<file path="src/pkg/spio_defines.vh">
// constants for the shared pin io port: register map, fields, option codes
`ifndef SPIO_DEFINES_VH
`define SPIO_DEFINES_VH
`define SPIO_ADDR_W      12
`define SPIO_OFF_DATA    12'h000
`define SPIO_OFF_DIR     12'h004
`define SPIO_OFF_PULL    12'h008
`define SPIO_OFF_WAKE    12'h00C
`define SPIO_OFF_CFG     12'h010
`define SPIO_OFF_PIN     12'h014
`define SPIO_OFF_STAT    12'h018
`define SPIO_RST_DATA    7'h00
`define SPIO_RST_DIR     7'h7F
`define SPIO_RST_PULL    7'h00
`define SPIO_RST_WAKE    5'h00
`define SPIO_RST_CFG     6'h00
`define SPIO_CFG_OSC_LO  0
`define SPIO_CFG_OSC_HI  1
`define SPIO_CFG_FRQ_LO  2
`define SPIO_CFG_FRQ_HI  3
`define SPIO_CFG_RESPIN  4
`define SPIO_CFG_BUZEN   5
`define SPIO_OSC_INT_RC  2'h0
`define SPIO_OSC_XTAL    2'h1
`define SPIO_OSC_RC_RTC  2'h2
`define SPIO_OSC_EXT_RC  2'h3
`define SPIO_FRQ_4M      2'h0
`define SPIO_FRQ_8M      2'h1
`define SPIO_FRQ_12M     2'h2
`define SPIO_BIT_OSC_OUT 5
`define SPIO_BIT_OSC_IN  6
`define SPIO_BIT_CNT_A   2
`define SPIO_BIT_EXTINT  3
`define SPIO_BIT_CNT_B   4
`define SPIO_GEN_LINES   5
`define SPIO_BIDIR       7
`define SPIO_LINES       8
`define SPIO_SYNC_W      3
`endif

</file>
<file path="src/hdl/spio_port.v">
// shared pin io port: seven bidirectional lines, one input line, apb registers
// Summary of operation
// [RQ1] seven bidirectional lines plus one input-only line
// [RQ2] per-pin direction: push-pull output or input
// [RQ3] five general lines individually enabled for wake-up
// [RQ4] per-pin pull-high enable bit
// [RQ5] lines 0 and 1 carry complementary buzzer pair
// [RQ6] line 2 feeds counter a external input
// [RQ7] line 4 feeds counter b external input
// [RQ8] line 3 is active-low external interrupt input
// [RQ9] internal rc option: both oscillator pins are io
// [RQ10] crystal option: both oscillator pins dedicated
// [RQ11] rc plus rtc option: pins serve 32768 hz crystal
// [RQ12] external rc: line 6 oscillator input, line 5 io
// [RQ13] internal rc frequency select: 4, 8, 12 mhz
// [RQ14] line 7 is chip reset or input
// [RQ15] dedicated pins ignore settings, read zero
`timescale 1ns/1ns
`include "spio_defines.vh"
module spio_port (
	// clock and reset
	input  wire                    clock_in,
	input  wire                    arst_n_in,
	// apb slave
	input  wire                    psel_in,
	input  wire                    penable_in,
	input  wire                    pwrite_in,
	input  wire [`SPIO_ADDR_W-1:0] paddr_in,
	input  wire [31:0]             pwdata_in,
	input  wire [3:0]              pstrb_in,
	output wire                    pready_out,
	output wire                    pslverr_out,
	output reg  [31:0]             prdata_out,
	// pins, output enable active low
	input  wire [`SPIO_LINES-1:0]  pin_in,
	output reg  [`SPIO_BIDIR-1:0]  pin_out,
	output reg  [`SPIO_BIDIR-1:0]  pin_oe_n_out,
	output reg  [`SPIO_BIDIR-1:0]  pin_pull_en_out,
	// shared functions
	input  wire                    buzzer_drive_true_in,
	output reg                     counter_a_ext_input_out,
	output reg                     counter_b_ext_input_out,
	output reg                     ext_irq_n_out,
	output reg                     chip_reset_n_out,
	output reg                     wake_out,
	// oscillator configuration
	output reg  [1:0]              osc_mode_out,
	output reg  [1:0]              rc_freq_sel_out,
	output reg                     rtc_xtal_en_out
);

	reg  [`SPIO_BIDIR-1:0]   data_q;
	reg  [`SPIO_BIDIR-1:0]   dir_q;
	reg  [`SPIO_BIDIR-1:0]   pull_q;
	reg  [`SPIO_GEN_LINES-1:0] wake_q;
	reg  [5:0]               cfg_q;
	reg  [`SPIO_LINES-1:0]   s1_q;
	reg  [`SPIO_LINES-1:0]   s2_q;
	reg  [`SPIO_LINES-1:0]   s3_q;
	reg  [`SPIO_LINES-1:0]   clean_q;
	reg  [`SPIO_LINES-1:0]   last_q;
	reg  [`SPIO_LINES-1:0]   ded;
	reg  [`SPIO_LINES-1:0]   rd_pins;
	reg  [31:0]              rdata_d;
	reg                      hit;
	reg                      rd_wait_q;
	wire [1:0]               osc_mode;
	wire                     wr_en;
	wire                     rd_en;

	assign osc_mode = cfg_q[`SPIO_CFG_OSC_HI:`SPIO_CFG_OSC_LO];
	// writes finish in the first access cycle; reads wait one cycle so that the
	// registered read data already stands at the edge where pready is seen high
	assign pready_out  = ~rd_en | rd_wait_q;
	assign wr_en       = psel_in & penable_in & pwrite_in;
	assign rd_en       = psel_in & penable_in & ~pwrite_in;
	assign pslverr_out = psel_in & penable_in & ~hit;

	// which pins are taken away from the port by configuration
	always @* begin
		ded = {`SPIO_LINES{1'b0}};
		case (osc_mode)
			`SPIO_OSC_INT_RC: ded = {`SPIO_LINES{1'b0}}; // see [RQ9]
			`SPIO_OSC_XTAL: begin
				ded[`SPIO_BIT_OSC_IN]  = 1'b1; // see [RQ10]
				ded[`SPIO_BIT_OSC_OUT] = 1'b1;
			end
			`SPIO_OSC_RC_RTC: begin
				ded[`SPIO_BIT_OSC_IN]  = 1'b1; // see [RQ11]
				ded[`SPIO_BIT_OSC_OUT] = 1'b1;
			end
			`SPIO_OSC_EXT_RC: ded[`SPIO_BIT_OSC_IN] = 1'b1; // see [RQ12]
			default: ded = {`SPIO_LINES{1'b0}};
		endcase
		ded[`SPIO_LINES-1] = cfg_q[`SPIO_CFG_RESPIN]; // see [RQ14]
	end

	always @* begin
		case (paddr_in)
			`SPIO_OFF_DATA, `SPIO_OFF_DIR, `SPIO_OFF_PULL, `SPIO_OFF_WAKE,
			`SPIO_OFF_CFG, `SPIO_OFF_PIN, `SPIO_OFF_STAT: hit = 1'b1;
			default: hit = 1'b0;
		endcase
	end

	// dedicated pins read as zero
	always @* begin
		rd_pins = clean_q & ~ded; // see [RQ15]
	end

	always @* begin
		rdata_d = 32'h0000_0000;
		case (paddr_in)
			`SPIO_OFF_DATA: rdata_d[`SPIO_BIDIR-1:0]     = data_q;
			`SPIO_OFF_DIR:  rdata_d[`SPIO_BIDIR-1:0]     = dir_q;
			`SPIO_OFF_PULL: rdata_d[`SPIO_BIDIR-1:0]     = pull_q;
			`SPIO_OFF_WAKE: rdata_d[`SPIO_GEN_LINES-1:0] = wake_q;
			`SPIO_OFF_CFG:  rdata_d[5:0]                 = cfg_q;
			`SPIO_OFF_PIN:  rdata_d[`SPIO_LINES-1:0]     = rd_pins; // see [RQ1]
			`SPIO_OFF_STAT: rdata_d[`SPIO_LINES-1:0]     = ded;
			default:        rdata_d = 32'h0000_0000;
		endcase
	end

	// register writes; only byte lane 0 carries fields
	always @(posedge clock_in or negedge arst_n_in) begin
		if (!arst_n_in) begin
			data_q <= `SPIO_RST_DATA;
			dir_q  <= `SPIO_RST_DIR;
			pull_q <= `SPIO_RST_PULL;
			wake_q <= `SPIO_RST_WAKE;
			cfg_q  <= `SPIO_RST_CFG;
			prdata_out <= 32'h0000_0000;
			rd_wait_q  <= 1'b0;
		end else begin
			rd_wait_q <= rd_en & ~rd_wait_q;
			if (rd_en && !rd_wait_q)
				prdata_out <= rdata_d;
			if (wr_en && pstrb_in[0]) begin
				case (paddr_in)
					`SPIO_OFF_DATA: data_q <= pwdata_in[`SPIO_BIDIR-1:0];
					`SPIO_OFF_DIR:  dir_q  <= pwdata_in[`SPIO_BIDIR-1:0]; // see [RQ2]
					`SPIO_OFF_PULL: pull_q <= pwdata_in[`SPIO_BIDIR-1:0]; // see [RQ4]
					`SPIO_OFF_WAKE: wake_q <= pwdata_in[`SPIO_GEN_LINES-1:0]; // see [RQ3]
					`SPIO_OFF_CFG:  cfg_q  <= pwdata_in[5:0]; // see [RQ13]
					default: begin
					end
				endcase
			end
		end
	end

	// three stage synchroniser; a change counts once stages two and three agree
	always @(posedge clock_in or negedge arst_n_in) begin
		if (!arst_n_in) begin
			s1_q    <= {`SPIO_LINES{1'b1}};
			s2_q    <= {`SPIO_LINES{1'b1}};
			s3_q    <= {`SPIO_LINES{1'b1}};
			clean_q <= {`SPIO_LINES{1'b1}};
			last_q  <= {`SPIO_LINES{1'b1}};
		end else begin
			s1_q    <= pin_in;
			s2_q    <= s1_q;
			s3_q    <= s2_q;
			clean_q <= (s2_q & s3_q) | (clean_q & (s2_q | s3_q));
			last_q  <= clean_q;
		end
	end

	// pin drive; settings of dedicated pins are ignored
	always @(posedge clock_in or negedge arst_n_in) begin
		if (!arst_n_in) begin
			pin_out         <= {`SPIO_BIDIR{1'b0}};
			pin_oe_n_out    <= {`SPIO_BIDIR{1'b1}};
			pin_pull_en_out <= {`SPIO_BIDIR{1'b0}};
		end else begin
			pin_out         <= data_q & ~ded[`SPIO_BIDIR-1:0];
			pin_oe_n_out    <= dir_q | ded[`SPIO_BIDIR-1:0]; // see [RQ2]
			pin_pull_en_out <= pull_q & ~ded[`SPIO_BIDIR-1:0]; // see [RQ4]
			if (cfg_q[`SPIO_CFG_BUZEN]) begin
				pin_out[0]      <= buzzer_drive_true_in; // see [RQ5]
				pin_out[1]      <= ~buzzer_drive_true_in; // see [RQ5]
				pin_oe_n_out[1:0] <= 2'h0;
			end
		end
	end

	// shared inputs, wake-up and configuration outputs
	always @(posedge clock_in or negedge arst_n_in) begin
		if (!arst_n_in) begin
			counter_a_ext_input_out <= 1'b1;
			counter_b_ext_input_out <= 1'b1;
			ext_irq_n_out           <= 1'b1;
			chip_reset_n_out        <= 1'b1;
			wake_out                <= 1'b0;
			osc_mode_out            <= `SPIO_OSC_INT_RC;
			rc_freq_sel_out         <= `SPIO_FRQ_4M;
			rtc_xtal_en_out         <= 1'b0;
		end else begin
			counter_a_ext_input_out <= clean_q[`SPIO_BIT_CNT_A]; // see [RQ6]
			counter_b_ext_input_out <= clean_q[`SPIO_BIT_CNT_B]; // see [RQ7]
			ext_irq_n_out           <= clean_q[`SPIO_BIT_EXTINT]; // see [RQ8]
			// reset pin only acts when the option selects it
			chip_reset_n_out <= ~cfg_q[`SPIO_CFG_RESPIN] | clean_q[`SPIO_LINES-1]; // see [RQ14]
			// any edge on an enabled general input line wakes the core
			wake_out <= |((clean_q[`SPIO_GEN_LINES-1:0] ^ last_q[`SPIO_GEN_LINES-1:0]) & wake_q); // see [RQ3]
			osc_mode_out    <= osc_mode;
			// unused frequency code falls back to the slowest, safe at low supply
			rc_freq_sel_out <= (cfg_q[`SPIO_CFG_FRQ_HI:`SPIO_CFG_FRQ_LO] == `SPIO_FRQ_12M) ? `SPIO_FRQ_12M :
				(cfg_q[`SPIO_CFG_FRQ_HI:`SPIO_CFG_FRQ_LO] == `SPIO_FRQ_8M) ? `SPIO_FRQ_8M : `SPIO_FRQ_4M; // see [RQ13]
			rtc_xtal_en_out <= (osc_mode == `SPIO_OSC_RC_RTC); // see [RQ11]
		end
	end

endmodule // spio_port

</file>
<file path="config.mk">
export PLATFORM = sky130hd
export DESIGN_NAME = spio_port
export DESIGN_NICKNAME = d
export VERILOG_FILES = /design/src/hdl/spio_port.v
export VERILOG_INCLUDE_DIRS = /design/src /design/src/pkg
export SDC_FILE = /design/constraint.sdc
export NUM_CORES = 1
export LEC_CHECK = 0
export BUFFER_PORTS_ARGS = -buffer_cell sky130_fd_sc_hd__buf_4
export CAP_MARGIN = 10
export CORE_ASPECT_RATIO = 1.5
export CORE_UTILIZATION = 52
export DETAILED_ROUTE_END_ITERATION = 6
export PLACE_DENSITY_LB_ADDON = 0.1
export SLEW_MARGIN = 20
export SYNTH_ARGS = -nofsm -noshare
export SYNTH_HDL_FRONTEND = slang
export SYNTH_SLANG_ARGS = --single-unit
</file>
<file path="constraint.sdc">
create_clock -name clock_in -period 4.06 [get_ports clock_in]
set_input_delay 0.812 -clock clock_in [delete_from_list [all_inputs] [get_ports clock_in]]
set_output_delay 0.812 -clock clock_in [all_outputs]
set_load 0.01 [all_outputs]
</file>
# Yosys cells after proc, flatten, opt, wreduce, memory -nomap -nowiden
# Index checks and enable logic that the tools add are counted.
# word_totals
wordCells	84
regBits	109
out_inout_bits	65
# classes
n_reduce_logical	14
n_eq_ne	11
muxes	11
n_bitwise	25
# op_table
operator	n
$eq 12x5->1 const B	3
$pmux 5 s6	1
$and 8x8->8	3
$eq 12x4->1 const B	2
$or 8x8->8	2
$and 7x7->7	2
$eq 12x3->1 const B	1
$logic_not 12->1	1
$reduce_and 2->1	5
$not 8->8	1
$not 7->7	1
$or 7x7->7	1
$reduce_or 7->1	1
$eq 2x2->1 const B	3
$mux 2	3
$not 1->1	6
$pmux 1 s6	1
$and 1x1->1	5
$and 5x5->5	1
$pmux 1 s5	1
$reduce_or 5->1	1
$xor 5x5->5	1
$eq 2x1->1 const B	2
$pmux 1 s2	2
other kinds (7)	11

# Logic depth before layout (Yosys ltp)
# Gate-level depths: netlist (run 1).
# depth
ltp_word	6
mapped_depth	6
depth_no_buf	6

# Worst setup path before layout (run 1)
# Ideal clock, no wire load.
# synth_path
path_type	input port to flip-flop
from	input port paddr_in[7]
to	register data_q[0]
slack_ps	1223
path_stages	5
n_path_buf	1
arrival_time_ps	2712
cell_sequence	or4_4 -> or4b_4 -> or4_1 -> buf_6 -> mux2_4
# synth_between
elab_chain_cells	2
# synth_lines
item	line	text
start: declaration	spio_port.v:28	input wire [`SPIO_ADDR_W-1:0] paddr_in,
$logic_not 12->1	spio_port.v:140	case (paddr_in)
$reduce_and 2->1 (no line)	n/a	
end signal: assignment	spio_port.v:128	data_q <= `SPIO_RST_DATA;
end signal: assignment	spio_port.v:141	`SPIO_OFF_DATA: data_q <= pwdata_in[`SPIO_BIDIR-1:0];
end: declaration	spio_port.v:52	reg [`SPIO_BIDIR-1:0] data_q;
# No other way between the ends.
# A chain may end at the register's enable or synchronous reset.

# Worst setup path in the final report (run 1)
# layout_path
from	input port paddr_in[7]
to	output port pslverr_out
# layout_between
elab_chain_cells	5
elab_cells_between_ends	11
cone_classes	eq/ne: 6; mux: 1; bitwise: 2; reduce/logical: 2
# layout_lines
item	line	text
$eq 12x5->1, or another cell as far along	spio_port.v:99	case (paddr_in)
$reduce_or 7->1 *	spio_port.v:99	
$mux 1 *	spio_port.v:99	
$not 1->1 *	spio_port.v:77	assign pslverr_out = psel_in & penable_in & ~hit;
$and 1x1->1 *	spio_port.v:77	
end: declaration	spio_port.v:32	output wire pslverr_out,
# Mark *: on every way between the ends. The rest lies on a longest branch, timed or not.

==> results of run 1 <==
worst paths after layout:
path                       cells past startpoint        start                  to
min in group asynchronous                      1    arst_n_in  pin_pull_en_out[6]
max in group asynchronous                      2    arst_n_in            dir_q[1]
setup / recovery                               5  paddr_in[7]         pslverr_out
setup reg to reg                               4    rd_wait_q       prdata_out[6]
hold reg to reg                                0      s1_q[3]             s2_q[3]
hold / removal                                 0      s1_q[3]             s2_q[3]
registers in the layout (all words and copies together) (netlist names):
signal	cells
wake_q	5
counter_b_ext_input_out	1
clean_q	8
last_q	4
prdata_out	8
pin_oe_n_out	7
cfg_q	6
dir_q	7
s3_q	8
wake_out	1
s1_q	8
rd_wait_q	1
pin_out	7
s2_q	8
rc_freq_sel_out	2
osc_mode_out	2
rtc_xtal_en_out	1
data_q	7
chip_reset_n_out	1
pin_pull_en_out	7
pull_q	7
report_power, final:
part           leakage [nW]  internal, mW  switching, mW
registers              1.30          1.10         0.0178
logic                 0.968        0.0469         0.0649
clock network         0.144         0.458          0.379
total                  2.41          1.61          0.462
cell type report:
class                           instances  area [um^2]  area share [%]
Sequential cell                       106         2720            54.4
Multi-Input combinational cell        160         1260            25.2
Timing Repair Buffer                   75          576            11.5
Clock buffer                           11          253            5.06
Tap cell                              102          128            2.55
Clock inverter                          5         42.5           0.851
Inverter                                6         22.5           0.451
per-layer routing:
layer  up-vias  routed length, um
li1       1094                  -
met1      1165               2940
met2        85               3800
met3         9                380
met4         0                104
met5         -                  0
worst reg2reg max path, stage by stage, from the launching register on:
cell and delay (ns):
dfrtp_1 0.35, or3_1 0.52, inv_1 0.13, nand2_1 0.20, o31ai_1 0.33
through the flow:
stage               setup slack, ns  instances  cell area, um^2  utilization [%]
floorplan                      1.22        305             4220                -
global placement              0.822        449             4700             61.4
detailed placement            0.832        449             4700             61.4
CTS                           0.912        465             5000             65.2
global route                  0.812        465             5000             65.2
finish                        0.926        465             5000             65.2
layout by cell type (no fill, tap or decap), types with 4 or more instances in the layout:
cell type	netlist	routed
conb_1	1	24
buf_4	24	74
xor2_1	5	5
clkbuf_16	0	9
o21ai_0	9	9
mux2_2	31	31
maj3_1	8	8
mux2_4	7	7
inv_6	0	4
dfstp_2	52	52
nor2_1	6	6
mux2i_1	6	6
a21oi_1	4	4
nand2_1	12	12
inv_1	6	6
nor2b_1	8	8
dfrtp_1	54	54
cell families (layout without fill, tap and decap cells):
logic type                 count (synthesis)  in the layout  synth area share [%]
AOI/OAI and AO/OA                         26             26                  4.27
xor gates and xnor gates                   5              5                  1.06
adders and majority gates                 10             10                  2.54
buffers and inverters                     39             97                  5.90
DFF                                      106            106                  65.8
muxes                                     46             46                  13.5
other                                      1             24                0.0907
and+or+nand+nor                           49             49                  6.84
cell usage after synthesis, types with 3 or more instances:
cell      instances
a222oi_1          3
mux2_2           31
a221oi_1          3
o21ai_0           9
nor2_1            6
mux2_4            7
o31ai_1           3
dfstp_2          52
clkbuf_1          8
mux2i_1           6
nand3_1           3
maj3_1            8
a21oi_1           4
nand2_1          12
dfrtp_1          54
inv_1             6
nand2b_1          3
nor2b_1           8
buf_4            24
xor2_1            5
==> metrics.md, run 1 <==
| Metric | Value |
|---|---|
| Outcome | finished clean |
| Reg clk slew, reported paths | roughly 0.070 ns |
| Largest net degree at the start of global routing | 55 |
| DP HPWL | about 5200 um |
| RePlAce Congestion | a little over 0.8 |
| Vias post-DR | around 2.4k |
| Cell family with most CP delay | simple AND/OR/NAND/NOR gates |
| Slew @ Worst Pin | 0.641 ns |
| Filler Cells Inserted | around 570 |
| Share of the synthesized area in the top cell type | between 30% and 40% |
| Clock latency on the worst-skew pair | approximately 0.34 ns |
| Sequential fraction of the synthesis area | 65.8% |
| Max Slew Vio Count | 0 |
| Vias in the first global route | roughly 2.3k |
| Fin Setup TNS | 0 ns |
| Yosys top cell by area | dfstp_2 |
| Ant diodes | 0 |
| Worst path slowest cell | nor3_1 |
| Nets | about 420 |
| Max incr delay on CP | roughly 0.55 ns |
| # setup viols final | 0 |
| Leakage | about 2.4 nW |
| Yosys warnings | 0 |
| Post-synth top flop | dfrtp_1 |
| Setup bufs post-CTS | 0 |
| EDFF count, synth | 0 |
| Fmax | between 300 and 400 MHz |
| Synthesized area | about 4100 um^2 |
| TritonCTS Sinks | 106 |
| HP Class | reg2reg |
| Cell variety after synth | 39 |
| Initial detailed-routing violation count | 80 |
| Die ar. | ~8300 um^2 |
| #FFs+latches synth | 106 |
| Met3 Resource Use GR | between 5 and 6% |
| I/O pin count | between 100 and 150 |
| Die height | between 100 and 150 um |
| Row count | 39 |
| Total power | ~2.1 mW |
| Gr usage total | roughly a fifth |
| Core area | 7660 um^2 |
| Max Buffers Root-to-Sink | 2 |
| Max-Cap Viols | 0 |
| Routed WL per cell | around 16 um |
| CP Capture Type | primary output |
| Number of vias per cell | about 5.1 |
| Total Wirelength | 7220 um |
| Rel. slew slack | a little under three fifths |
| Worst-path fanout max | 5 |
| Post-CTS sizing | 0 |
| Share of layout cells above drive strength 1 | just over 50% |
| Post-Syn Instances | approximately 280 |
| GR Overflow Total | 0 |
| Asr flop ratio synth | 100% |
| Routing usage on met1 | 24.6% |
| Die width | approximately 75 um |
| PD cells | between 400 and 500 nW/um^2 |
| Minimum clock period | 3.13 ns |
| Hold buffers post-CTS | 0 |
| First-pass GRT wire length | between 10000 and 15000 um |
| CP startpoint kind | input port |
| Synth Area per Inst | roughly 15 um^2 |
| Initial antenna violation count | 0 |
| Hold WS | 0.356 ns |
| Required time worst endpoint | 3.25 ns |
| Tcrit/Tclk final | 77.2% |
| CP Cell Sequence | buf_4, or4_4, nor3_1, a21oi_1, buf_4 |
| RSZ-0062 raised after global routing | no |
| TritonRoute pass-1 iters | 4 |
| Critical Path Most Common Cell | buf_4 |
| Final ANT Viol Nets | 0 |
| CTS tree | done |
| Crit path buffers/inverters | 2 |
| Final hold vios | 0 |
| WS Path Type | in2out |
| M2 GR Usage | between 30% and 40% |
| CTS Root Cell | clkbuf_16 |
| Layout Area Growth over Synthesis | 20.9% |
| VDD IR max | between 0.0003 and 0.0004 V |
| Number of buffers added on ports | 74 |
| Initial Util | 53.9% |
| H-tree Lvls | 3 |
| Worst clock skew | approximately 0.0077 ns |
| Worst endpoint data arrival time | ~2.3 ns |
| GRT busiest layer | met2 |
| DRC errors left | 0 |
| R2r setup slk | roughly 2.4 ns |
| CTS buffer count | 9 |
| Synth top area cells | dfstp_2 (33%), dfrtp_1 (33%), mux2_2 (8.4%), buf_4 (4.4%), mux2_4 (2.5%) |
(Power assumes the default switching activity.)
==> run 2: changes to the inputs <==
CORE_UTILIZATION = 51   (was 52)
clock period = 2.95 ns   (was 4.06 ns; I/O delays follow)
==> metrics.md, run 2 (synthesis results as in run 1) <==
| Metric | Value |
|---|---|
| Final hold vios | 0 (unchanged) |
| WS Path Type | in2reg (was in2out) |
| Hold WS | 0.280 ns (was 0.356 ns) |
| Post-CTS sizing | 0 (unchanged) |
| Initial antenna violation count | 0 (unchanged) |
| Core area | 7710 um^2 (was 7660 um^2) |
| Row count | 39 (unchanged) |
| Number of buffers added on ports | 74 (unchanged) |
| M2 GR Usage | 31.7% (was 31.0%) |
| Final ANT Viol Nets | 0 (unchanged) |
| RSZ-0062 raised after global routing | no (unchanged) |
| DRC errors left | 0 (unchanged) |
| Die width | 75.5 um (was 74.8 um) |
| Most common cell after layout, fill and taps aside | buf_4 (unchanged) |
| Worst path slowest cell | or4b_4 (was nor3_1) |
| GR Overflow Total | 0 (unchanged) |
| Worst-path fanout max | 6 (was 5) |
| GRT busiest layer | met2 (unchanged) |
| Sequential cell area | 2720 um^2 (unchanged) |
| Reg clk slew, reported paths | 0.06 ns (was 0.07 ns) |
| Gr usage total | 20.4% (was 19.2%) |
| Critical Path Most Common Cell | buf_4 (unchanged) |
| Largest net degree at the start of global routing | 55 (unchanged) |
| I/O pin count | 127 (unchanged) |
| Max incr delay on CP | 0.54 ns (was 0.55 ns) |
| CP startpoint kind | input port (unchanged) |
| CTS Root Cell | clkbuf_16 (unchanged) |
| Tcrit/Tclk final | 84.3% |
| Layout Area Growth over Synthesis | 22.3% (was 20.9%) |
| CP Cell Sequence | buf_4, or4_4, or4b_4, or4_1, buf_4, mux2_4 (was buf_4, or4_4, nor3_1, a21oi_1, buf_4) |
| Post-route insts no fill | 471 (was 465) |
| RePlAce Congestion | 0.793 (was 0.818) |
| Max Slew Vio Count | 0 (unchanged) |
| Number of vias per cell | 5.06 (about the same) |
| Clock latency on the worst-skew pair | 0.34 ns (about the same) |
| VDD IR max | 0.000371 V (was 0.000310 V) |
| Required time worst endpoint | 3.17 ns (was 3.25 ns) |
| Outcome | finished clean (unchanged) |
| Fmax | between 400 and 500 MHz |
| TritonCTS Sinks | 106 (unchanged) |
| HP Class | in2async (was reg2reg) |
| Routing usage on met1 | 27.1% (was 24.6%) |
| Max-Cap Viols | 0 (unchanged) |
| Met3 Resource Use GR | 3.95% (was 5.18%) |
| Hold buffers post-CTS | 0 (unchanged) |
| Total power | 2.90 mW (was 2.07 mW) |
| First-pass GRT wire length | 12400 um (was 11500 um) |
| DP HPWL | 5350 um (was 5240 um) |
| CTS buffer count | 9 (unchanged) |
| Vias in the first global route | 2423 (was 2284) |
| CTS tree | done (unchanged) |
| Max Buffers Root-to-Sink | 2 (unchanged) |
| Leakage | 2.45 nW (was 2.41 nW) |
| Die height | 112 um (was 111 um) |
| Worst endpoint data arrival time | 2.71 ns (was 2.32 ns) |
| R2r setup slk | 1.32 ns (was 2.42 ns) |
| Filler Cells Inserted | 627 (was 574) |
| Share of layout cells above drive strength 1 | 52.3% (was 51.8%) |
| Worst clock skew | 0.00743 ns (was 0.00767 ns) |
| Initial Util | 53.6% (was 53.9%) |
| # setup viols final | 0 (unchanged) |
| TritonRoute pass-1 iters | 4 (unchanged) |
| Fin Setup TNS | 0 ns (unchanged) |
| Ant diodes | 0 (unchanged) |
| Die ar. | 8470 um^2 (was 8320 um^2) |
| Routed WL per cell | 16.3 um (was 15.5 um) |
| H-tree Lvls | 3 (unchanged) |
| Rel. slew slack | 55.8% (was 56.9%) |
| Slew @ Worst Pin | 0.663 ns (was 0.641 ns) |
| Area of the multi-input gates | 1260 um^2 (unchanged) |
| PD cells | 573 nW/um^2 (was 414 nW/um^2) |
| Most frequent cells in the layout | buf_4 (80), dfrtp_1 (54), dfstp_2 (52), mux2_2 (31), conb_1 (24) (was buf_4 (74), dfrtp_1 (54), dfstp_2 (52), mux2_2 (31), conb_1 (24)) |
| Minimum clock period | roughly 2.5 ns |
| Setup bufs post-CTS | 0 (unchanged) |
| Placed insts | 455 (was 449) |
| Vias post-DR | 2383 (was 2353) |
| Nets | 428 (was 422) |
| CP Capture Type | register (was primary output) |
| Total Wirelength | 7670 um (was 7220 um) |
| Initial detailed-routing violation count | 99 (was 80) |
run 2: changes by cell type in the layout (fill, tap and decap cells not counted), sizes merged:
cell / before / now
buf: 75 / 81
clkinv: 0 / 2
clkbuf: 11 / 12
inv: 10 / 7
bufinv: 0 / 1
clkinvlp: 1 / 0
run 2: per-layer routing:
| layer | up-vias | wire length [um] |
|---|---|---|
| met3 | 16 | 356 |
| met5 | - | 0 |
| met1 | 1193 | 3160 |
| met2 | 81 | 3900 |
| li1 | 1093 | - |
| met4 | 0 | 245 |
run 2: final timing paths:
| kind | startpoint | endpoint | cells after the start |
|---|---|---|---|
| hold / removal | arst_n_in | rd_wait_q | 1 |
| max in group asynchronous | arst_n_in | dir_q[3] | 2 |
| setup / recovery | paddr_in[7] | data_q[5] | 6 |
| setup reg to reg | rd_wait_q | prdata_out[5] | 4 |
| min in group clock_in | pin_in[2] | s1_q[2] | 1 |
| hold reg to reg | s1_q[7] | s2_q[7] | 0 |
run 2: layout make-up:
type                       count  share of cell area (%)
inverter                       6                   0.446
timing repair buffer          81                    12.3
clock inverter                 4                   0.991
sequential                   106                    53.8
clock buffer                  12                    5.08
tap                          102                    2.53
multi-input combinational    160                    24.9
run 2: metrics by stage:
stage	setup WS [ns]	utilization [%]	area (um^2)
after global routing	0.444	65.5	5050
after CTS	0.470	65.5	5050
final	0.463	65.5	5050
after global placement	0.118	61.6	4750
after floorplan	0.335	-	4220
after detailed placement	0.116	61.6	4750
run 2: critical path, delay by kind of cell:
family        cells  cell delay, ns
buf+inv           2            0.32
simple gates      3            1.50
mux               1            0.31
run 2: where the power goes:
group / internal, mW / leakage, nW / total [mW] / switching [mW]
logic: 0.0646 / 0.998 / 0.156 / 0.0915
registers: 1.52 / 1.30 / 1.54 / 0.0241
clock network: 0.704 / 0.153 / 1.20 / 0.495
